**src/pkg/iolcp_regs.svh**
```systemverilog
// constants of the i/o line configuration and pwm block
`ifndef IOLCP_REGS_SVH
`define IOLCP_REGS_SVH

// setting identifiers carried on the write port
`define IOLCP_ID_LINE3      5'h00
`define IOLCP_ID_LINE4      5'h01
`define IOLCP_ID_LINE5      5'h02
`define IOLCP_ID_SLEEP      5'h03
`define IOLCP_ID_SECOND_PULSE_OUTPUT_SEL   5'h04
`define IOLCP_ID_PWM2_SEL   5'h05
`define IOLCP_ID_TH_MISO    5'h06
`define IOLCP_ID_SMT_MISO   5'h07
`define IOLCP_ID_SMT_MOSI   5'h08
`define IOLCP_ID_SMT_SSEL   5'h09
`define IOLCP_ID_SMT_SCLK   5'h0A
`define IOLCP_ID_SMT_ATTN   5'h0B
`define IOLCP_ID_DUTY1      5'h0C
`define IOLCP_ID_DUTY2      5'h0D
`define IOLCP_ID_PULL_EN    5'h0E
`define IOLCP_ID_PULL_DIR   5'h0F
`define IOLCP_ID_FWD_EN     5'h10
`define IOLCP_ID_BIND       5'h11
`define IOLCP_ID_TIMEOUT    5'h12

// selector encodings
`define IOLCP_SEL_DISABLED  3'h0
`define IOLCP_SEL_SPI       3'h1
`define IOLCP_SEL_ANALOG    3'h2
`define IOLCP_SEL_DIN       3'h3
`define IOLCP_SEL_OUT_LOW   3'h4
`define IOLCP_SEL_OUT_HIGH  3'h5
`define IOLCP_PWM_RSSI      3'h1
`define IOLCP_PWM_PLAIN     3'h2

// reset values
`define IOLCP_RST_LINE3     3'h0
`define IOLCP_RST_LINE4     3'h0
`define IOLCP_RST_LINE5     3'h1
`define IOLCP_RST_SLEEP     3'h0
`define IOLCP_RST_SECOND_PULSE_OUTPUT      3'h1
`define IOLCP_RST_PWM2      3'h0
`define IOLCP_RST_TH_MISO   3'h0
`define IOLCP_RST_SMT       3'h1
`define IOLCP_RST_DUTY      10'h000
`define IOLCP_RST_PULL_EN   8'hFF
`define IOLCP_RST_PULL_DIR  8'hFF
`define IOLCP_RST_FWD       1'h1
`define IOLCP_RST_BIND      16'h0000
`define IOLCP_RST_TIMEOUT   8'hFF
`define IOLCP_BIND_ANY      16'hFFFF

// pull mask bit positions
`define IOLCP_PB_LINE4      0
`define IOLCP_PB_LINE3      1
`define IOLCP_PB_SLEEP      6
`define IOLCP_PB_DIN        7

// timing
`define IOLCP_CLK_NS          20
`define IOLCP_PWM_PERIOD_US   64
`define IOLCP_PWM_STEPS       10'h3FF
`define IOLCP_PERIOD_CYCLES   ((`IOLCP_PWM_PERIOD_US * 1000) / `IOLCP_CLK_NS)
`define IOLCP_TICK_MS         100
`define IOLCP_TICK_CYCLES     ((`IOLCP_TICK_MS * 1000000) / `IOLCP_CLK_NS)

`endif

```
**src/pkg/iolcp_pkg.sv**
```systemverilog
// types of the i/o line configuration and pwm block
`default_nettype none
`include "iolcp_regs.svh"
package iolcp_pkg;

  typedef logic [2:0]  iolcp_sel_t;
  typedef logic [9:0]  iolcp_duty_t;
  typedef logic [4:0]  iolcp_id_t;

  typedef struct packed {
    iolcp_sel_t  line3;
    iolcp_sel_t  line4;
    iolcp_sel_t  line5;
    iolcp_sel_t  sleep;
    iolcp_sel_t  second_pulse_output;
    iolcp_sel_t  pwm2;
    iolcp_sel_t  th_miso;
    iolcp_sel_t  smt_miso;
    iolcp_sel_t  smt_mosi;
    iolcp_sel_t  smt_ssel;
    iolcp_sel_t  smt_sclk;
    iolcp_sel_t  smt_attn;
    iolcp_duty_t duty1;
    iolcp_duty_t duty2;
    logic [7:0]  pull_en;
    logic [7:0]  pull_dir;
    logic        fwd;
    logic [15:0] src_bind;
    logic [7:0]  tmo;
  } iolcp_cfg_s;

  localparam iolcp_cfg_s IOLCP_CFG_RST = '{
    line3: `IOLCP_RST_LINE3, line4: `IOLCP_RST_LINE4, line5: `IOLCP_RST_LINE5,
    sleep: `IOLCP_RST_SLEEP, second_pulse_output: `IOLCP_RST_SECOND_PULSE_OUTPUT, pwm2: `IOLCP_RST_PWM2,
    th_miso: `IOLCP_RST_TH_MISO, smt_miso: `IOLCP_RST_SMT, smt_mosi: `IOLCP_RST_SMT,
    smt_ssel: `IOLCP_RST_SMT, smt_sclk: `IOLCP_RST_SMT, smt_attn: `IOLCP_RST_SMT,
    duty1: `IOLCP_RST_DUTY, duty2: `IOLCP_RST_DUTY, pull_en: `IOLCP_RST_PULL_EN,
    pull_dir: `IOLCP_RST_PULL_DIR, fwd: `IOLCP_RST_FWD, src_bind: `IOLCP_RST_BIND,
    tmo: `IOLCP_RST_TIMEOUT};

endpackage : iolcp_pkg
`default_nettype wire

```
**src/pkg/iolcp_pwm_if.sv**
```systemverilog
// link between the shared pwm timebase and one pwm channel
`timescale 1ns/100ps
`default_nettype none
interface iolcp_pwm_if;
  logic [9:0] step;
  logic [9:0] duty;
  logic       en;
  logic       pwm_out;
  modport timebase (output step, output duty, output en, input pwm_out);
  modport chan (input step, input duty, input en, output pwm_out);
endinterface : iolcp_pwm_if
`default_nettype wire

```
**src/hw/iolcp_pwm_chan.sv**
```systemverilog
// one pwm channel compared against the shared step counter
`timescale 1ns/100ps
`default_nettype none
`include "iolcp_regs.svh"
module iolcp_pwm_chan (
  input  wire logic     i_sys_clk,
  input  wire logic     i_srst,
  iolcp_pwm_if.chan     io_pwm
);
  import iolcp_pkg::*;

  typedef struct packed {
    logic out;
  } iolcp_chan_s;

  iolcp_chan_s s_ff;
  iolcp_chan_s nxt_s;

  // step never reaches full scale, so full-scale duty stays high all period
  always_comb begin
    nxt_s     = s_ff;
    nxt_s.out = io_pwm.en && (io_pwm.step < io_pwm.duty); // see RULE9
  end

  always_ff @(posedge i_sys_clk) begin
    if (i_srst) begin
      s_ff <= '0;
    end else begin
      s_ff <= nxt_s;
    end
  end

  assign io_pwm.pwm_out = s_ff.out;
endmodule : iolcp_pwm_chan
`default_nettype wire

```
**src/hw/iolcp_top.sv**
```systemverilog
// i/o line function selectors, pull masks, pwm outputs and line passing
`timescale 1ns/100ps
`default_nettype none
`include "iolcp_regs.svh"
// Operation
// RULE1 - line three selector: disabled, slave select, analog, input, low, high; resets 0
// RULE2 - line four selector takes 0,1,3,4,5; value 2 refused; resets 0
// RULE3 - line five resets to association indicator; 3,4,5 give input, low, high
// RULE4 - sleep selector takes 0 or 3; the line always drives pin sleep
// RULE5 - no pull resistor on the sleep line while pin sleep is used
// RULE6 - first pwm selector: disabled, signal strength pwm, plain pwm; resets 1
// RULE7 - bound analog samples overwrite first pwm duty when plain pwm chosen
// RULE8 - second pwm selector takes 0 or 2, resets 0, follows bound samples
// RULE9 - pwm period 64 us in 0x3FF steps; duty gives proportional high time
// RULE10 - duties hold 0 to 0x3FF, reset 0; host applies settings to take effect
// RULE11 - through-hole miso selector takes 0 or 1, resets 0
// RULE12 - surface-mount spi selectors take 0 or 1, each resets 1
// RULE13 - pull enable mask is 8 bits, resets 0xFF, 1 connects resistor
// RULE14 - pull masks act only on lines that are inputs or disabled
// RULE15 - pull mask bits map line four, three, two, one, zero, six, sleep, data-in
// RULE16 - pull direction mask shares mapping, 1 is pull-up, resets 0xFF
// RULE17 - forwarding enable sends received samples out as frames; resets 1
// RULE18 - bound samples set output and pwm lines; 0xFFFF accepts every sender
// RULE19 - sample-set pwm reverts after timeout in 100 ms units; 0 never; reset 0xFF
// RULE20 - out-of-range selector writes are refused and leave the selector unchanged
module iolcp_top #(
  parameter int unsigned P_TICK_CYCLES = `IOLCP_TICK_CYCLES
) (
  input  wire logic              i_sys_clk,
  input  wire logic              i_srst,
  input  wire logic              i_wr_valid,
  input  wire iolcp_pkg::iolcp_id_t   i_wr_id,
  input  wire logic [15:0]       i_wr_data,
  input  wire logic              i_apply,
  input  wire logic              i_sample_valid,
  input  wire logic [15:0]       i_sample_src,
  input  wire logic [7:0]        i_sample_dio,
  input  wire iolcp_pkg::iolcp_duty_t i_sample_ad0,
  input  wire iolcp_pkg::iolcp_duty_t i_rssi_duty,
  input  wire logic              i_assoc_blink,
  input  wire logic              i_pin_sleep_en,
  input  wire logic              i_sleep_request_line,
  input  wire logic [3:0]        i_ext_line_idle,
  output logic                   o_reject,
  output logic                   o_io_forward,
  output iolcp_pkg::iolcp_sel_t  o_line_three_select,
  output iolcp_pkg::iolcp_sel_t  o_line_four_select,
  output iolcp_pkg::iolcp_sel_t  o_line_five_select,
  output iolcp_pkg::iolcp_sel_t  o_sleep_line_select,
  output iolcp_pkg::iolcp_sel_t  o_first_pwm_line_select,
  output iolcp_pkg::iolcp_sel_t  o_second_pwm_line_select,
  output iolcp_pkg::iolcp_sel_t  o_th_miso_select,
  output iolcp_pkg::iolcp_sel_t  o_smt_miso_select,
  output iolcp_pkg::iolcp_sel_t  o_smt_mosi_select,
  output iolcp_pkg::iolcp_sel_t  o_smt_slave_select_select,
  output iolcp_pkg::iolcp_sel_t  o_smt_sclk_select,
  output iolcp_pkg::iolcp_sel_t  o_smt_attention_select,
  output logic [2:0]             o_line_oe,
  output logic [2:0]             o_line_level,
  output logic [7:0]             o_pull_enable,
  output logic [7:0]             o_pull_up,
  output logic                   o_sleep_request,
  output logic                   o_first_pulse_output,
  output logic                   o_second_pulse_output
);
  import iolcp_pkg::*;

  typedef struct packed {
    iolcp_cfg_s  pend;
    iolcp_cfg_s  act;
    logic        reject;
    logic        fwd_pulse;
    logic        slp_meta;
    logic        slp_sync;
    logic        slp_out;
    logic        remote_act;
    iolcp_duty_t remote_duty;
    logic [2:0]  rdo;
    logic [2:0]  rdo_vld;
    logic [22:0] tick_cnt;
    logic [7:0]  tmo_cnt;
    logic [12:0] phase;
    logic [9:0]  step;
    iolcp_duty_t duty1;
    iolcp_duty_t duty2;
    logic        en1;
    logic        en2;
    logic [2:0]  line_oe;
    logic [2:0]  line_lvl;
    logic [7:0]  pull_en;
    logic [7:0]  pull_up;
  } iolcp_top_s;

  iolcp_top_s s_ff;
  iolcp_top_s nxt_s;
  logic       bound_hit;
  logic       tick;

  // 0xFFFF binding takes samples from any sender, broadcasts included
  assign bound_hit = i_sample_valid && ((s_ff.act.src_bind == `IOLCP_BIND_ANY) // see RULE18
                     || (i_sample_src == s_ff.act.src_bind));
  assign tick = (s_ff.tick_cnt == 23'(P_TICK_CYCLES - 1));

  always_comb begin
    logic       ok;
    logic       hi3;
    iolcp_sel_t d3;
    iolcp_sel_t lsel [3];
    logic [7:0] idle;
    nxt_s = s_ff;
    ok    = 1'b1;
    hi3   = |i_wr_data[15:3];
    d3    = i_wr_data[2:0];
    lsel  = '{default: 3'h0};
    idle  = 8'h00;
    nxt_s.reject    = 1'b0;
    nxt_s.fwd_pulse = i_sample_valid && s_ff.act.fwd; // see RULE17
    // settings land in the pending copy; refused values leave it untouched
    if (i_wr_valid) begin
      case (i_wr_id)
        `IOLCP_ID_LINE3: ok = !hi3 && d3 <= `IOLCP_SEL_OUT_HIGH; // see RULE1
        `IOLCP_ID_LINE4, `IOLCP_ID_LINE5: ok = !hi3 && d3 <= `IOLCP_SEL_OUT_HIGH
                                              && d3 != `IOLCP_SEL_ANALOG; // see RULE2
        `IOLCP_ID_SLEEP: ok = !hi3 && (d3 == `IOLCP_SEL_DISABLED || d3 == `IOLCP_SEL_DIN); // see RULE4
        `IOLCP_ID_SECOND_PULSE_OUTPUT_SEL: ok = !hi3 && d3 <= `IOLCP_PWM_PLAIN; // see RULE6
        `IOLCP_ID_PWM2_SEL: ok = !hi3 && (d3 == `IOLCP_SEL_DISABLED
                                          || d3 == `IOLCP_PWM_PLAIN); // see RULE8
        `IOLCP_ID_TH_MISO, `IOLCP_ID_SMT_MISO, `IOLCP_ID_SMT_MOSI, `IOLCP_ID_SMT_SSEL,
        `IOLCP_ID_SMT_SCLK, `IOLCP_ID_SMT_ATTN: ok = !hi3 && d3 <= `IOLCP_SEL_SPI; // see RULE11
        `IOLCP_ID_DUTY1, `IOLCP_ID_DUTY2: ok = ~|i_wr_data[15:10]; // see RULE10
        `IOLCP_ID_PULL_EN, `IOLCP_ID_PULL_DIR, `IOLCP_ID_TIMEOUT: ok = ~|i_wr_data[15:8];
        `IOLCP_ID_FWD_EN: ok = ~|i_wr_data[15:1];
        `IOLCP_ID_BIND: ok = 1'b1;
        default: ok = 1'b0;
      endcase
      if (!ok) begin
        nxt_s.reject = 1'b1; // see RULE20
      end else begin
        case (i_wr_id)
          `IOLCP_ID_LINE3:    nxt_s.pend.line3    = d3;
          `IOLCP_ID_LINE4:    nxt_s.pend.line4    = d3;
          `IOLCP_ID_LINE5:    nxt_s.pend.line5    = d3; // see RULE3
          `IOLCP_ID_SLEEP:    nxt_s.pend.sleep    = d3;
          `IOLCP_ID_SECOND_PULSE_OUTPUT_SEL: nxt_s.pend.second_pulse_output     = d3;
          `IOLCP_ID_PWM2_SEL: nxt_s.pend.pwm2     = d3;
          `IOLCP_ID_TH_MISO:  nxt_s.pend.th_miso  = d3;
          `IOLCP_ID_SMT_MISO: nxt_s.pend.smt_miso = d3; // see RULE12
          `IOLCP_ID_SMT_MOSI: nxt_s.pend.smt_mosi = d3;
          `IOLCP_ID_SMT_SSEL: nxt_s.pend.smt_ssel = d3;
          `IOLCP_ID_SMT_SCLK: nxt_s.pend.smt_sclk = d3;
          `IOLCP_ID_SMT_ATTN: nxt_s.pend.smt_attn = d3;
          `IOLCP_ID_DUTY1:    nxt_s.pend.duty1    = i_wr_data[9:0];
          `IOLCP_ID_DUTY2:    nxt_s.pend.duty2    = i_wr_data[9:0];
          `IOLCP_ID_PULL_EN:  nxt_s.pend.pull_en  = i_wr_data[7:0]; // see RULE13
          `IOLCP_ID_PULL_DIR: nxt_s.pend.pull_dir = i_wr_data[7:0]; // see RULE16
          `IOLCP_ID_FWD_EN:   nxt_s.pend.fwd      = i_wr_data[0];
          `IOLCP_ID_BIND:     nxt_s.pend.src_bind = i_wr_data;
          `IOLCP_ID_TIMEOUT:  nxt_s.pend.tmo      = i_wr_data[7:0];
          default:            nxt_s.reject        = 1'b1;
        endcase
      end
    end

    // apply drops sample-set values; a sample in the same cycle still wins
    if (i_apply) begin
      nxt_s.act        = s_ff.pend; // see RULE10
      nxt_s.remote_act = 1'b0;
      nxt_s.rdo_vld    = 3'h0;
    end

    // 100 ms base for the revert timeout
    nxt_s.tick_cnt = tick ? 23'h000000 : s_ff.tick_cnt + 23'h000001;
    if (bound_hit) begin
      if (s_ff.act.second_pulse_output == `IOLCP_PWM_PLAIN || s_ff.act.pwm2 == `IOLCP_PWM_PLAIN) begin
        nxt_s.remote_duty = i_sample_ad0; // see RULE7
        nxt_s.remote_act  = 1'b1; // see RULE8
        nxt_s.tmo_cnt     = s_ff.act.tmo;
      end
      lsel = '{s_ff.act.line3, s_ff.act.line4, s_ff.act.line5};
      for (int i = 0; i < 3; i++) begin
        if (lsel[i] == `IOLCP_SEL_OUT_LOW || lsel[i] == `IOLCP_SEL_OUT_HIGH) begin
          nxt_s.rdo_vld[i] = 1'b1; // see RULE18
          nxt_s.rdo[i]     = i_sample_dio[3 + i];
        end
      end
    end else if (s_ff.remote_act && s_ff.act.tmo != 8'h00 && tick) begin
      // zero timeout keeps the sample value for good
      if (s_ff.tmo_cnt <= 8'h01) begin
        nxt_s.remote_act = 1'b0; // see RULE19
      end else begin
        nxt_s.tmo_cnt = s_ff.tmo_cnt - 8'h01;
      end
    end

    // fractional timebase: 1023 steps spread evenly over 3200 cycles
    if (s_ff.phase + 13'(`IOLCP_PWM_STEPS) >= 13'(`IOLCP_PERIOD_CYCLES)) begin
      nxt_s.phase = s_ff.phase + 13'(`IOLCP_PWM_STEPS) - 13'(`IOLCP_PERIOD_CYCLES); // see RULE9
      nxt_s.step  = (s_ff.step == `IOLCP_PWM_STEPS - 10'h001) ? 10'h000
                    : s_ff.step + 10'h001;
    end else begin
      nxt_s.phase = s_ff.phase + 13'(`IOLCP_PWM_STEPS);
    end

    nxt_s.en1   = nxt_s.act.second_pulse_output != `IOLCP_SEL_DISABLED; // see RULE6
    nxt_s.duty1 = 10'h000;
    case (nxt_s.act.second_pulse_output)
      `IOLCP_PWM_RSSI:  nxt_s.duty1 = i_rssi_duty;
      `IOLCP_PWM_PLAIN: nxt_s.duty1 = nxt_s.remote_act ? nxt_s.remote_duty : nxt_s.act.duty1;
      default:          nxt_s.duty1 = 10'h000;
    endcase
    nxt_s.en2   = nxt_s.act.pwm2 == `IOLCP_PWM_PLAIN; // see RULE8
    nxt_s.duty2 = !nxt_s.en2 ? 10'h000
                  : nxt_s.remote_act ? nxt_s.remote_duty : nxt_s.act.duty2;

    lsel = '{nxt_s.act.line3, nxt_s.act.line4, nxt_s.act.line5};
    for (int i = 0; i < 3; i++) begin
      nxt_s.line_oe[i]  = lsel[i] == `IOLCP_SEL_OUT_LOW || lsel[i] == `IOLCP_SEL_OUT_HIGH;
      nxt_s.line_lvl[i] = nxt_s.rdo_vld[i] ? nxt_s.rdo[i] : lsel[i] == `IOLCP_SEL_OUT_HIGH;
    end
    if (nxt_s.act.line5 == `IOLCP_SEL_SPI) begin
      nxt_s.line_oe[2]  = 1'b1; // see RULE3
      nxt_s.line_lvl[2] = i_assoc_blink;
    end

    // pulls only reach lines that are inputs or disabled
    idle[`IOLCP_PB_LINE4] = lsel[1] == `IOLCP_SEL_DISABLED || lsel[1] == `IOLCP_SEL_DIN; // see RULE15
    idle[`IOLCP_PB_LINE3] = lsel[0] == `IOLCP_SEL_DISABLED || lsel[0] == `IOLCP_SEL_DIN;
    idle[5:2]             = i_ext_line_idle;
    idle[`IOLCP_PB_SLEEP] = !i_pin_sleep_en; // see RULE5
    idle[`IOLCP_PB_DIN]   = 1'b1;
    nxt_s.pull_en = nxt_s.act.pull_en & idle; // see RULE14
    nxt_s.pull_up = nxt_s.act.pull_dir & idle;

    // sleep request pin always steers pin sleep, whatever its selector holds
    nxt_s.slp_meta = i_sleep_request_line; // see RULE4
    nxt_s.slp_sync = s_ff.slp_meta;
    nxt_s.slp_out  = s_ff.slp_sync;
  end

  always_ff @(posedge i_sys_clk) begin
    if (i_srst) begin
      s_ff      <= '0;
      s_ff.pend <= IOLCP_CFG_RST;
      s_ff.act  <= IOLCP_CFG_RST;
    end else begin
      s_ff <= nxt_s;
    end
  end

  iolcp_pwm_if u_second_pulse_output_if ();
  iolcp_pwm_if u_pwm2_if ();
  assign u_second_pulse_output_if.step = s_ff.step;
  assign u_second_pulse_output_if.duty = s_ff.duty1;
  assign u_second_pulse_output_if.en   = s_ff.en1;
  assign u_pwm2_if.step = s_ff.step;
  assign u_pwm2_if.duty = s_ff.duty2;
  assign u_pwm2_if.en   = s_ff.en2;

  iolcp_pwm_chan u_second_pulse_output (
    .i_sys_clk (i_sys_clk),
    .i_srst    (i_srst),
    .io_pwm    (u_second_pulse_output_if.chan)
  );
  iolcp_pwm_chan u_pwm2 (
    .i_sys_clk (i_sys_clk),
    .i_srst    (i_srst),
    .io_pwm    (u_pwm2_if.chan)
  );

  assign o_reject                  = s_ff.reject;
  assign o_io_forward              = s_ff.fwd_pulse;
  assign o_line_three_select       = s_ff.act.line3;
  assign o_line_four_select        = s_ff.act.line4;
  assign o_line_five_select        = s_ff.act.line5;
  assign o_sleep_line_select       = s_ff.act.sleep;
  assign o_first_pwm_line_select   = s_ff.act.second_pulse_output;
  assign o_second_pwm_line_select  = s_ff.act.pwm2;
  assign o_th_miso_select          = s_ff.act.th_miso;
  assign o_smt_miso_select         = s_ff.act.smt_miso;
  assign o_smt_mosi_select         = s_ff.act.smt_mosi;
  assign o_smt_slave_select_select = s_ff.act.smt_ssel;
  assign o_smt_sclk_select         = s_ff.act.smt_sclk;
  assign o_smt_attention_select    = s_ff.act.smt_attn;
  assign o_line_oe                 = s_ff.line_oe;
  assign o_line_level              = s_ff.line_lvl;
  assign o_pull_enable             = s_ff.pull_en;
  assign o_pull_up                 = s_ff.pull_up;
  assign o_sleep_request           = s_ff.slp_out;
  assign o_first_pulse_output      = u_second_pulse_output_if.pwm_out;
  assign o_second_pulse_output     = u_pwm2_if.pwm_out;
endmodule : iolcp_top
`default_nettype wire

```
**config.mk**
```make
export PLATFORM = sky130hd
export DESIGN_NAME = iolcp_top
export DESIGN_NICKNAME = d
export VERILOG_FILES = /design/src/pkg/iolcp_pkg.sv /design/src/pkg/iolcp_pwm_if.sv /design/src/hw/iolcp_pwm_chan.sv /design/src/hw/iolcp_top.sv
export VERILOG_INCLUDE_DIRS = /design/src /design/src/pkg
export SDC_FILE = /design/constraint.sdc
export NUM_CORES = 1
export LEC_CHECK = 0
export BUFFER_PORTS_ARGS = -buffer_cell sky130_fd_sc_hd__buf_2
export CORE_MARGIN = 2
export CORE_UTILIZATION = 35
export CTS_BUF_LIST = sky130_fd_sc_hd__clkbuf_8
export DETAILED_ROUTE_END_ITERATION = 8
export PLACE_DENSITY = 0.56
export SYNTH_ARGS = -nofsm -noshare
export SYNTH_HDL_FRONTEND = slang
export SYNTH_SLANG_ARGS = --single-unit
```
**constraint.sdc**
```tcl
create_clock -name i_sys_clk -period 7 [get_ports i_sys_clk]
set_input_delay 0.35 -clock i_sys_clk [delete_from_list [all_inputs] [get_ports i_sys_clk]]
set_output_delay 0.35 -clock i_sys_clk [all_outputs]
set_load 0.1 [all_outputs]
```
Word-level counts from Yosys, hierarchy flattened
Index checks and enable logic that the tools add are counted.
{"block": "word_totals", "register_bits": 316, "inputBits": 77, "output_inout_bits": 63}
{"block": "classes", "addsub": 5, "magnitude_cmp": 7, "n_eq_ne": 47, "mux": 32, "n_bitwise": 4, "reduce_logical": 68}
{"operator": "two-way mux 97 bit", "count": 1}
{"operator": "AND reduction 3 bit", "count": 20}
{"operator": "equality test 5 x 4 -> 1 bit, second input constant", "count": 8}
{"operator": "equality test 3 bit, second input constant", "count": 12}
{"operator": "two-way mux 8 bit", "count": 4}
{"operator": "two-way mux 10 bit", "count": 3}
{"operator": "equality test 3 x 2 -> 1 bit, second input constant", "count": 8}
{"operator": "adder 23 x 1 -> 23 bit, second input constant", "count": 1}
{"operator": "equality test 23 bit, second input constant", "count": 1}
{"operator": "equality test 5 x 3 -> 1 bit, second input constant", "count": 4}
{"operator": "less-than comparator 10 bit", "count": 2}
{"operator": "case mux 10 bit (2 select lines)", "count": 1}
{"operator": "OR reduction 19 bit", "count": 1}
{"operator": "two-way mux 1 bit", "count": 18}
{"operator": "bitwise AND 8 bit", "count": 2}
{"operator": "equality test 16 bit", "count": 1}
{"operator": "equality test 16 bit, second input constant", "count": 1}
{"operator": "two-way mux 16 bit", "count": 1}
{"operator": "equality test 5 bit, second input constant", "count": 3}
{"operator": "OR reduction 15 bit", "count": 1}
{"operator": "adder 13 x 10 -> 13 bit, second input constant", "count": 1}
{"operator": "greater-or-equal comparator 13 x 12 -> 1 bit, second input constant", "count": 1}
{"operator": "two-way mux 13 bit", "count": 1}
{"operator": "OR reduction 13 bit", "count": 1}
{"operator": "other kinds (30)", "count": 66}

Longest topological paths before layout
Gate-level depths: netlist of run 1.
{"block": "depth", "ltp_word": 7, "ltp_mapped": 17, "depth_no_buf": 15}

By module
A second synthesis of run 1 with hierarchy kept.
{"block": "hier_totals", "cells_unflattened": 1419, "hier_area_um2": 13566.8}
{"mod": "iolcp_top", "instances": 1, "cells_per_inst": 1355, "area_per_inst_um2": 13041.3}
{"mod": "iolcp_pwm_chan", "instances": 2, "cells_per_inst": 32, "area_per_inst_um2": 262.8}

Worst setup path after synthesis of run 1
OpenSTA, ideal clock, no wires.
{"block": "synth_path", "kind": "register -> register", "from": "reg s_ff[56] in the netlist's numbering", "to": "reg s_ff[62] in the netlist's numbering", "arrival_ps": 3088, "required_ps": 6935, "path_slack_ps": 3847, "stages_incl_launch_ff": 15, "path_cell_list": "dfxtp_1 -> buf_2 -> or4_4 -> buf_6 -> nor3_4 -> xor2_2 -> inv_2 -> ha_1 -> o311a_1 -> or2_2 -> o311a_1 -> nor3_2 -> buf_2 -> mux2_2 -> nor2_1"}
{"block": "synth_via", "elab_chain_len": 3, "elab_cells_between_ends": 4, "cone_classes": "2 x add/sub; 1 x order compare; 1 x mux"}
{"element": "start: declaration", "line": "iolcp_top.sv:94", "source": "iolcp_top_s s_ff;"}
{"element": "start signal: assignment", "line": "iolcp_top.sv:246", "source": "s_ff <= nxt_s;"}
{"element": "adder 13 x 10 -> 13 bit *", "line": "iolcp_top.sv:196, iolcp_top.sv:197, iolcp_top.sv:201"}
{"element": "subtractor 13 x 12 -> 13 bit / greater-or-equal comparator 13 x 12 -> 1 bit (equally long branches)", "line": "iolcp_top.sv:197, iolcp_top.sv:196"}
{"element": "two-way mux 13 bit *", "line": "iolcp_top.sv:196", "source": "if (s_ff.phase + 13'(`IOLCP_PWM_STEPS) >= 13'(`IOLCP_PERIOD_CYCLES)) begin"}
Every way passes the cells marked *; elsewhere a longest branch is shown, timed or not.
A chain may end at the register's enable or synchronous reset.

Worst setup path in the final report of run 1
{"block": "layout_path", "from": "reg s_ff[56] in the netlist's numbering", "to": "reg s_ff, in the netlist u_pwm2_if.step[6]"}
{"block": "layout_via", "elab_chain_len": 2}
{"element": "adder 13 x 10 -> 13 bit", "line": "iolcp_top.sv:196"}
{"element": "greater-or-equal comparator 13 x 12 -> 1 bit", "line": "iolcp_top.sv:196"}
No other way between the ends.

==> flow_summary.toml, run 1 <==
[status]
outcome = "finished, final reports clean"

[clocking]
post_cts_resize_count = 0
cts_root_buffer = "sky130_fd_sc_hd__clkbuf_8"
ctsHtreeMaxLevel = 2
tritoncts.num_buffers = 56
cts.clk_slew.worst_paths_ns = 0.06
clock_tree_from_tritoncts = "done"
clock-sinks = 316
clock_latency_ns = 0.63
number_of_buffers_inserted_to_repair_setup_after_cts = 0
clock_tree.buffer_depth = 3

[timing]
setup-tns-final_ns = 0
min_period_ns = 3.74
timing_worst_slew_pin_value_ns = 1.16
final_max_slew_viol_count = 0
finalWorstSetupSlack_ns = 3.26
fin_worst_skew_ns = 0.0254
period_share = 0.534
grt_setup_unrepaired = "no"
finalSetupViolCount = 0
hold_violation_total_from_the_final_report = 0
slew-limit-headroom = 0.221
max_freq_mhz = 267

[worst_setup_path]
cp_max_fo = 12
worst_ep_required_time_ns = 7.50
critical_path_class = "reg -> reg"
worst_ep_arrival_time_ns = 4.24
crit_path_start_kind = "register"
worstSetupEndpointType = "register"

[global_route]
grt_first_pass_wirelength_mm = 52.8
grt_overflow_total = 0
vias_in_the_first_global_route = 9964
grt_util_all_layers = 0.159
grt_antenna_before_repair = 1
largest_net_degree_at_the_start_of_global_routing = 107

[detailed_routing]
totalWireLength_mm = 32.4
drt_first_pass_iters = 5
ant_nets = 0
detailroute.via_count = 10300
drc = 0
drt_first_iter_violations = 431
via_per_inst = 4.78
detail_route.wl_per_cell_um = 15.1

[logic_synthesis]
synth_xor_area_frac = 0.0395
number_of_flip_flops_and_latches_in_the_synthesized_netlist = 316
synth-compound-area-share = 0.0842
synth-adder-area-share = 0.0237
avg_synthesized_cell_area_um2 = 9.20
post_synth_mux_area_share = 0.121
yosys.area.top_type_share = 0.462
synth.area.top_cells = "sky130_fd_sc_hd__dfxtp_1, sky130_fd_sc_hd__mux2i_1, sky130_fd_sc_hd__nor2_1"
synth_area_leader_cell = "sky130_fd_sc_hd__dfxtp_1"
post_synth_and_or_nand_nor_area_fraction = 0.204
async_flop_share = 0
synthFlopType = "sky130_fd_sc_hd__dfxtp_1"
synth-warning-count = 0
synth-edff-count = 0
post_synth_instance_area_um2 = 13700
synth_cell_types = 59
synthMostInstantiatedCell = "sky130_fd_sc_hd__dfxtp_1"
ys_top_cells_by_count = "sky130_fd_sc_hd__dfxtp_1, sky130_fd_sc_hd__nor2_1, sky130_fd_sc_hd__mux2i_1, sky130_fd_sc_hd__nand2_1, sky130_fd_sc_hd__clkbuf_1"
syn-num-nets = 1593
synth_top_family_by_area = "simple AND/OR/NAND/NOR gates"
synthesized_instance_count = 1490
synth_sequential_area_ratio = 0.462

[placed_design]
gpl.final_weighted_congestion = 0.858
place_ws_ns = 3.29
place.detailed.hpwl_mm = 21.9
number_of_port_buffers = 134

[power_and_ir_drop]
totalPowerFinal_w = 0.00417
power.switching_fraction = 0.279
pwr-share-seq = 0.456
power.clock.fraction = 0.405
power.internal_w = 0.00301
p_leak_nw = 6.43
pwr_density_cell_nw_per_um2 = 263
peakVddDrop_mv = 0.144
p_comb_frac = 0.139
power.switching_w = 0.00116

[cells_and_area]
layout-drive-gt1-share = 0.145
syn_to_final_growth_pct = 15.5
finalNetCount = 1689
antenna-diode-count = 0

[flow_run]
drv_cap = 0

[min_path]
holdCritPathClass = "in -> reg"

[floorplanning]
floorplan.initialDensity = 0.355
row_count = 72
die_y_um = 202
top_level_ports = 140
floorplan.die_area_um2 = 40800
core_region_area_um2 = 38600
fp.dieW_um = 202
metrics by stage:
step	hold slack (ns)	cells	util	instance area [um2]
after floorplan	0.405	1490	-	13700
final	0.0498	2147	0.410	15800
after global routing	0.0264	2147	0.410	15800
after detailed placement	0.444	2011	0.372	14400
after global placement	0.418	2011	0.372	14400
after CTS	0.00136	2147	0.410	15800
registers in the layout, indices dropped and copies added, names as in the netlist, 3 cells and up:
name,count
o_smt_sclk_select,3
o_sleep_line_select,3
o_pull_up,8
s_ff,219
o_smt_mosi_select,3
o_smt_attention_select,3
o_line_level,3
o_smt_slave_select_select,3
o_line_four_select,3
o_second_pwm_line_select,3
u_pwm2_if.duty,10
u_second_pulse_output_if.duty,10
o_pull_enable,8
o_first_pwm_line_select,3
u_pwm2_if.step,10
o_smt_miso_select,3
o_line_three_select,3
o_line_oe,3
o_th_miso_select,3
o_line_five_select,3
metal layers:
metal / GRT usage / vias up / part of all wire / routed length (um)
met5: 0 / - / 0.00037 / 12
met3: 0.0400 / 78 / 0.056 / 1830
met2: 0.241 / 223 / 0.42 / 13700
met1: 0.212 / 4727 / 0.48 / 15600
li1: - / 5222 / - / -
met4: 0.0754 / 2 / 0.039 / 1250
placed cells by master, fill, tap and decap left out, types with 7 or more instances in the layout:
master                            n
sky130_fd_sc_hd__nor4_1          14
sky130_fd_sc_hd__clkbuf_8        67
sky130_fd_sc_hd__nor2b_1         36
sky130_fd_sc_hd__xor2_1          25
sky130_fd_sc_hd__a21oi_1         42
sky130_fd_sc_hd__and3_1          16
sky130_fd_sc_hd__nand2b_1        50
sky130_fd_sc_hd__nand3_1         28
sky130_fd_sc_hd__nor3b_1         15
sky130_fd_sc_hd__dlygate4sd3_1   35
sky130_fd_sc_hd__inv_1           64
sky130_fd_sc_hd__dfxtp_1        316
sky130_fd_sc_hd__nor2_1         255
sky130_fd_sc_hd__mux2i_1        163
sky130_fd_sc_hd__a211o_1         16
sky130_fd_sc_hd__a221o_1         10
sky130_fd_sc_hd__a22oi_1         15
sky130_fd_sc_hd__a211oi_1        15
sky130_fd_sc_hd__nand2_1         78
sky130_fd_sc_hd__and2_1          11
sky130_fd_sc_hd__ha_1            26
sky130_fd_sc_hd__xnor2_1         35
sky130_fd_sc_hd__nand4_1         19
sky130_fd_sc_hd__nor3_1          20
sky130_fd_sc_hd__buf_4           10
sky130_fd_sc_hd__a31oi_1          7
sky130_fd_sc_hd__buf_2          132
sky130_fd_sc_hd__a21o_1           9
sky130_fd_sc_hd__o21ai_0         22
logic make-up (layout without fill, tap and decap cells):
family                   after synthesis  after routing
AND/OR/NAND/NOR                      577            577
multiplexers                         165            165
XOR/XNOR                              61             61
adder cells (fa/ha/maj)               26             26
flip-flops                           316            316
buffers and inverters                178            317
AO/OA/AOI/OAI                        167            167
worst max-delay path, stage by stage, from the launching register on:
cell and delay (ns):
sky130_fd_sc_hd__dfxtp_1 0.38, sky130_fd_sc_hd__nor4_1 0.50, sky130_fd_sc_hd__nand2_1 0.24, sky130_fd_sc_hd__or3_1 0.37
sky130_fd_sc_hd__xor2_1 0.23, sky130_fd_sc_hd__ha_1 0.26, sky130_fd_sc_hd__nand2_1 0.07, sky130_fd_sc_hd__nor4_1 0.34
sky130_fd_sc_hd__o21ai_0 0.19, sky130_fd_sc_hd__a21oi_1 0.20, sky130_fd_sc_hd__nor3_2 0.06, sky130_fd_sc_hd__buf_4 0.18
sky130_fd_sc_hd__and3_1 0.27, sky130_fd_sc_hd__nand4_1 0.13, sky130_fd_sc_hd__xor2_1 0.15, sky130_fd_sc_hd__nor2_1 0.05
worst paths after layout:
kind | start | endpoint | slack [ns] | cells after the start
max | s_ff[56] | u_pwm2_if.step[6] | 3.26 | 15
min reg2reg | u_pwm2_if.en | u_pwm2.io_pwm.pwm_out | 0.44 | 2
max reg2reg | s_ff[56] | u_pwm2_if.step[6] | 3.26 | 15
min | i_sample_ad0[8] | s_ff[112] | 0.05 | 3
repair_timing:
item / CTS / global route
endpoints found under the setup margin: 0 / 0
endpoints found under the hold margin: 42 / 0
hold buffers: 35 / 0
layout make-up:
class,instances,area (um2)
repair buffers,179,1110
inverters,37,139
multi-input cells,996,6480
clock inverters,35,210
fillers,3889,22800
flip-flops and latches,316,6330
well taps,518,648
clock buffers,66,908
power groups by stage:
stage / logic (W) / clock network [W] / registers [W]
6_report: 0.000579 / 0.00169 / 0.00190
5_1_grt: 0.000637 / 0.00184 / 0.00191
4_1_cts: 0.000582 / 0.00175 / 0.00190
3_5_place_dp: 0.000563 / 0 / 0.00194
3_3_place_gp: 0.000552 / 0 / 0.00194
2_1_floorplan: 0.000469 / 0 / 0.00192
No activity file was read; power rests on OpenSTA's default activity.
==> run 2, diff against run 1 <==
Settings changed: ABC_AREA set to 1.
Clock period 7 ns to 3.7 ns, I/O delays scaled along.
==> run 2 against run 1 <==
Against the previous run: routed wire length increased by 19%; first-iteration DRC count increased by 79%; die area increased by 5.7%; core utilization increased by 0.12 points; clock skew increased by 0.0063 ns; worst hold slack got worse by 0.015 ns; via count increased by 26%; largest cell class unchanged; maximum frequency increased by 42%; sequential share of layout area decreased by 2.2 points; final cell count increased by 26%; critical path depth decreased by 2; critical endpoint is now u_pwm2_if.step[9].
==> flow_summary.toml, run 2 <==
[detailed_routing]
drt_first_iter_violations = 770
drt_first_pass_iters = 5
drc = 0
detail_route.wl_per_cell_um = 14.2
totalWireLength_mm = 38.6
detailroute.via_count = 12900
ant_nets = 0
via_per_inst = 4.76

[global_route]
grt_util_all_layers = 0.179
vias_in_the_first_global_route = 12600
grt_antenna_before_repair = 3
grt_first_pass_wirelength_mm = 63.5
met3_track_demand_over_resource = 0.0436
largest_net_degree_at_the_start_of_global_routing = 80
globalRoute.busiestLayer = "met2"
grt_overflow_total = 0
globalRouteMet1Util = 0.236
grtUsageMet2 = 0.289

[timing]
grt_setup_unrepaired = "no"
min_period_ns = 2.64
hold_violation_total_from_the_final_report = 0
finalSetupViolCount = 0
fin_worst_skew_ns = 0.0318
period_share = 0.713
slew-limit-headroom = 0.323
setup-tns-final_ns = 0
finalWorstSetupSlack_ns = 1.06
max_freq_mhz = 379
timing_worst_slew_pin_value_ns = 1.01
final_max_slew_viol_count = 0

[status]
outcome = "finished, final reports clean"

[clocking]
clock_tree.buffer_depth = 3
clock_latency_ns = 0.63
number_of_buffers_inserted_to_repair_setup_after_cts = 0
clock_tree_from_tritoncts = "done"
tritoncts.num_buffers = 55
ctsHtreeMaxLevel = 2
cts.clk_slew.worst_paths_ns = 0.06
post_cts_resize_count = 0
clock-sinks = 316
cts_hold_buffers = 46
cts_root_buffer = "sky130_fd_sc_hd__clkbuf_8"

[logic_synthesis]
synth-edff-count = 0
synth_sequential_area_ratio = 0.436
async_flop_share = 0
synth_cell_types = 46
yosys.area.top_type_share = 0.436
avg_synthesized_cell_area_um2 = 7.14
ys_top_cells_by_count = "sky130_fd_sc_hd__nand2_1, sky130_fd_sc_hd__dfxtp_1, sky130_fd_sc_hd__nor2_1, sky130_fd_sc_hd__inv_1, sky130_fd_sc_hd__nand3_1"
synthMostInstantiatedCell = "sky130_fd_sc_hd__nand2_1"
synth_area_leader_cell = "sky130_fd_sc_hd__dfxtp_1"
synthesized_instance_count = 2031
number_of_flip_flops_and_latches_in_the_synthesized_netlist = 316
syn-num-nets = 2134
post_synth_instance_area_um2 = 14500
synth-warning-count = 0
synthFlopType = "sky130_fd_sc_hd__dfxtp_1"
synth.area.top_cells = "sky130_fd_sc_hd__dfxtp_1, sky130_fd_sc_hd__nand2_1, sky130_fd_sc_hd__nor2_1"

[placed_design]
place.detailed.hpwl_mm = 26.4
number_of_port_buffers = 134
gpl.final_weighted_congestion = 0.810
place_ws_ns = 1.05

[worst_setup_path]
worstSetupEndpointType = "register"
crit_path_start_kind = "register"
cells_along_the_critical_path = "inv_1 -> ha_1 -> nand4_1 -> nor2_1 -> xor2_1 -> ha_1 -> inv_1 -> nor2_1 -> o21ai_1 -> nand2_2 -> nand2_4 -> nand2_1 -> a21oi_1"
critical_path_class = "reg -> reg"
worst_ep_required_time_ns = 4.14
cp_max_fo = 16
timing.critical_path.slowest_stage_cell = "sky130_fd_sc_hd__dfxtp_1"
critical_path.max_stage_delay_ns = 0.35
worst_ep_arrival_time_ns = 3.07

[cells_and_area]
mostFrequentLayoutCell = "sky130_fd_sc_hd__nand2_1"
finalNetCount = 2234
syn_to_final_growth_pct = 15.6
largest_register = "s_ff"
layout_common_cells = "sky130_fd_sc_hd__nand2_1, sky130_fd_sc_hd__dfxtp_1, sky130_fd_sc_hd__nor2_1"
max_ffs_per_register = 219
layout-drive-gt1-share = 0.136

[power_and_ir_drop]
p_leak_nw = 7.57
pwr_density_cell_nw_per_um2 = 493
peakVddDrop_mv = 0.259

[min_path]
holdCritPathClass = "in -> reg"

[floorplanning]
floorplan.initialDensity = 0.355
floorplan.die_area_um2 = 43100
fp.dieW_um = 208
die_y_um = 208
core_region_area_um2 = 40800
top_level_ports = 140
row_count = 74

[flow_run]
drv_cap = 0
[run 2: changes by cell type after synthesis, sizes merged, moves of 15 or more]
cell    before  now
nand2       78  465
inv         37  238
mux2i      163   14
nand3       28  146
o21ai       22  119
a21oi       42  114
nand4       19   80
nand2b      50    0
nor2b       36    0
xnor2       35    5
a211o       16    0
a22oi       15    0
and3        16    1
[run 2: worst paths after layout]
kind              cells after the start             from                 to  slack, ns
setup reg to reg                     13         s_ff[54]  u_pwm2_if.step[9]       1.06
setup / recovery                     13         s_ff[54]  u_pwm2_if.step[9]       1.06
hold reg to reg                       2       nxt_s[116]         nxt_s[115]       0.41
hold / removal                        5  i_sample_ad0[2]          s_ff[106]       0.03
[run 2: cell type report]
class,instances,area (um2)
Clock buffer,69,950
Tap cell,532,666
Sequential cell,316,6330
Multi-Input combinational cell,1324,6430
Antenna cell,1,2.50
Fill cell,4247,24100
Clock inverter,34,238
Timing Repair Buffer,196,1260
Inverter,238,896
[run 2: per-stage QoR]
stage | hold WS (ns) | instance area, um2 | instances | total power [W] | utilization
2_1_floorplan | 0.264 | 14500 | 2031 | 0.00467 | -
3_3_place_gp | 0.369 | 15100 | 2560 | 0.00487 | 0.370
3_5_place_dp | 0.369 | 15100 | 2560 | 0.00490 | 0.370
4_1_cts | 0.000811 | 16800 | 2709 | 0.00836 | 0.411
5_1_grt | 0.0469 | 16800 | 2710 | 0.00866 | 0.411
6_report | 0.0346 | 16800 | 2710 | 0.00826 | 0.411
[run 2: layer usage]
layer / part of all wire / routed length [um]
met5: 0.00018 / 7
met4: 0.023 / 898
met3: 0.056 / 2160
met2: 0.45 / 17400
met1: 0.47 / 18200
[run 2: power breakdown]
part	switching, W	total (W)	internal [W]
clock	0.00150	0.00340	0.00190
sequential	0.0000711	0.00359	0.00352
combinational	0.000919	0.00127	0.000350
total	0.00249	0.00826	0.00577
[run 2: worst max-delay path, delay by kind of cell (launching register included)]
kind	cells	cell delay [ns]
AOI/OAI and AO/OA	2	0.15
xor gates and xnor gates	1	0.26
adders and majority gates	2	0.46
buffers and inverters	2	0.17
DFF	1	0.35
and+or+nand+nor	6	1.04
[run 2: kinds of logic after synthesis]
kind of cell             share of synthesized area
AO/OA/AOI/OAI                               0.0932
multiplexers                               0.00966
adder cells (fa/ha/maj)                     0.0224
buffers and inverters                        0.121
AND/OR/NAND/NOR                              0.304
flip-flops                                   0.436
XOR/XNOR                                    0.0132
==> run 3, diff against run 2 <==
Settings changed: PLACE_DENSITY 0.56 to 0.58.
Clock period 3.7 ns to 2.22 ns, I/O delays scaled along.
==> run 3 against run 2 <==
Against the previous run: clock skew shrank 0.0017 ns; power is 77% higher; global-route usage up 0.42 points; clock power up 79%; core utilization up 2.5 points; combinational power grew 100%; sequential share of layout area decreased by 2.2 points; register-to-register slack worse by 0.98 ns; final cell count is 2.9% higher; non-clock buffer count is 79 higher; critical path type is now in -> reg.
==> flow_summary.toml, run 3 (synthesized netlist as in run 2, its figures left out) <==
[placed_design]
gpl.final_weighted_congestion = 0.854
place.detailed.hpwl_mm = 27.3
placedCellCount = 2596
number_of_port_buffers = 134

[worst_setup_path]
worst_ep_arrival_time_ns = 2.72
cp_common_cell = "sky130_fd_sc_hd__dlygate4sd3_1"
reg2regPathDepth = 13
critical_path_class = "in -> reg"
crit_start = "i_wr_id[3]"
timing.critical_path.slowest_stage_cell = "sky130_fd_sc_hd__dlygate4sd3_1"
cells_along_the_critical_path = "dlygate4sd3_1 -> buf_2 -> nor2_4 -> nand2_2 -> nor2_4 -> buf_6 -> nand3_1 -> dlygate4sd3_1 -> a21oi_1 -> dlygate4sd3_1"
setup.reg_to_reg.worst_slack_ns = 0.08
crit_path_start_kind = "input pin"
worst_ep_required_time_ns = 2.79
timing.rr.start = "s_ff[55]"
worstSetupEndpointType = "register"
critical_path.max_stage_delay_ns = 0.56
critical_path.reg2reg.endpoint = "u_pwm2_if.step[0]"
cp_max_fo = 7

[detailed_routing]
via_per_inst = 4.79
drc = 0
ant_nets = 0
detailroute.via_count = 13400
drt_first_pass_iters = 6
drt_first_iter_violations = 720
totalWireLength_mm = 40.2
detail_route.wl_per_cell_um = 14.4

[power_and_ir_drop]
pwr_density_cell_nw_per_um2 = 821
pwr-share-seq = 0.410
totalPowerFinal_w = 0.0146
power.switching_fraction = 0.294
p_leak_nw = 8.03
peakVddDrop_mv = 0.555
power.switching_w = 0.00430
power.clock.fraction = 0.415
power.internal_w = 0.0103
p_comb_frac = 0.174

[cells_and_area]
layout_common_cells = "sky130_fd_sc_hd__nand2_1, sky130_fd_sc_hd__dfxtp_1, sky130_fd_sc_hd__nor2_1"
syn_to_final_growth_pct = 22.7
layout-drive-gt1-share = 0.173
final-instance-count-excl-fill = 2788
mostFrequentLayoutCell = "sky130_fd_sc_hd__nand2_1"
max_ffs_per_register = 219
finalNetCount = 2314
largest_register = "s_ff"

[floorplanning]
floorplan.die_area_um2 = 43100
row_count = 74
die_y_um = 208
floorplan.initialDensity = 0.355
fp.dieW_um = 208
core_region_area_um2 = 40800
top_level_ports = 140

[global_route]
grt_util_all_layers = 0.183
grt_antenna_before_repair = 0
grt_first_pass_wirelength_mm = 64.8
vias_in_the_first_global_route = 12800
grt_overflow_total = 0
largest_net_degree_at_the_start_of_global_routing = 88

[timing]
fin_worst_skew_ns = 0.0301
min_period_ns = 2.15
grt_setup_unrepaired = "yes"
timing_worst_slew_pin_value_ns = 0.604
final_max_slew_viol_count = 0
finalSetupViolCount = 0
period_share = 0.968
slew-limit-headroom = 0.597
max_freq_mhz = 466
setup-tns-final_ns = 0
hold_violation_total_from_the_final_report = 0

[min_path]
timing.hold.worst_endpoint = "s_ff[297]"
timing.hold.worst_path_depth = 7
holdCritPathClass = "in -> reg"
timing.hold.worst.start = "i_wr_id[1]"

[clocking]
clock_tree_from_tritoncts = "done"
clock-sinks = 316
ctsHtreeMaxLevel = 2
cts_root_buffer = "sky130_fd_sc_hd__clkbuf_8"
clock_tree.buffer_depth = 3
tritoncts.num_buffers = 55
clock_latency_ns = 0.65
cts.clk_slew.worst_paths_ns = 0.06

[flow_run]
drv_cap = 0

[status]
outcome = "finished, final reports clean"
run 3: cell count changes in the layout (fill, tap and decap cells not counted), sizes merged:
| cell | before | now |
|---|---|---|
| clkinvlp | 1 | 2 |
| inv | 253 | 252 |
| bufinv | 3 | 5 |
| nand2 | 465 | 466 |
| dlygate4sd3 | 46 | 70 |
| clkinv | 15 | 5 |
| buf | 150 | 205 |
| clkbuf | 69 | 75 |
run 3: metal layers:
metal | GRT usage | share of wire | wire length, um | vias to the layer above
met1 | 0.239 | 0.46 | 18600 | 6161
met5 | 0 | 0 | 0 | -
met2 | 0.304 | 0.47 | 18700 | 295
met3 | 0.0321 | 0.047 | 1880 | 77
li1 | - | - | - | 6821
met4 | 0.0663 | 0.026 | 1060 | 0
run 3: repair_timing:
action / 4_1_cts / 5_1_grt
endpoints found under the hold margin: 129 / 0
endpoints found under the setup margin: 1 / 101
gates cloned: 0 / 2
hold buffers: 70 / 0
buffers inserted: 0 / 18
pin swaps: 0 / 25
gates resized for setup: 1 / 56
run 3: worst max path at each step:
stage                                   end  slack, ns
after CTS                          s_ff[61]       0.01
final                             s_ff[240]       0.07
after floorplan           u_pwm2_if.step[8]       0.11
after global routing               s_ff[63]      -0.07
after global placement            s_ff[255]       0.06
after detailed placement  u_pwm2_if.duty[1]       0.02
run 3: cell type report:
cell class                 instances  area (um2)
antenna                            1        2.50
inverter                         238         902
sequential                       316        6330
multi-input combinational       1325        6630
clock buffer                      75        1030
clock inverter                    26         244
tap                              532         666
fill                            4187       23000
timing repair buffer             275        2000
run 3: metrics by stage:
step | hold slack, ns | util | setup slack (ns) | area (um2)
CTS | 0.00988 | 0.427 | 0.0139 | 17400
detailed placement | 0.298 | 0.378 | 0.0211 | 15400
finish | 0.0692 | 0.436 | 0.0719 | 17800
floorplan | 0.190 | - | 0.109 | 14500
global placement | 0.296 | 0.378 | 0.0587 | 15400
global route | 0.0736 | 0.436 | -0.0682 | 17800
run 3: worst max-delay path: cells and delay by family:
kind	cells	cell delay [ns]
buf+inv	5	2.01
simple gates	4	0.45
compound gates	1	0.15
run 3: power by group through the flow:
stage / sequential (W) / combinational [W] / clock, W
floorplan: 0.00611 / 0.00168 / 0
global route: 0.00602 / 0.00279 / 0.00654
CTS: 0.00599 / 0.00228 / 0.00626
finish: 0.00600 / 0.00255 / 0.00607
detailed placement: 0.00611 / 0.00218 / 0
global placement: 0.00611 / 0.00215 / 0
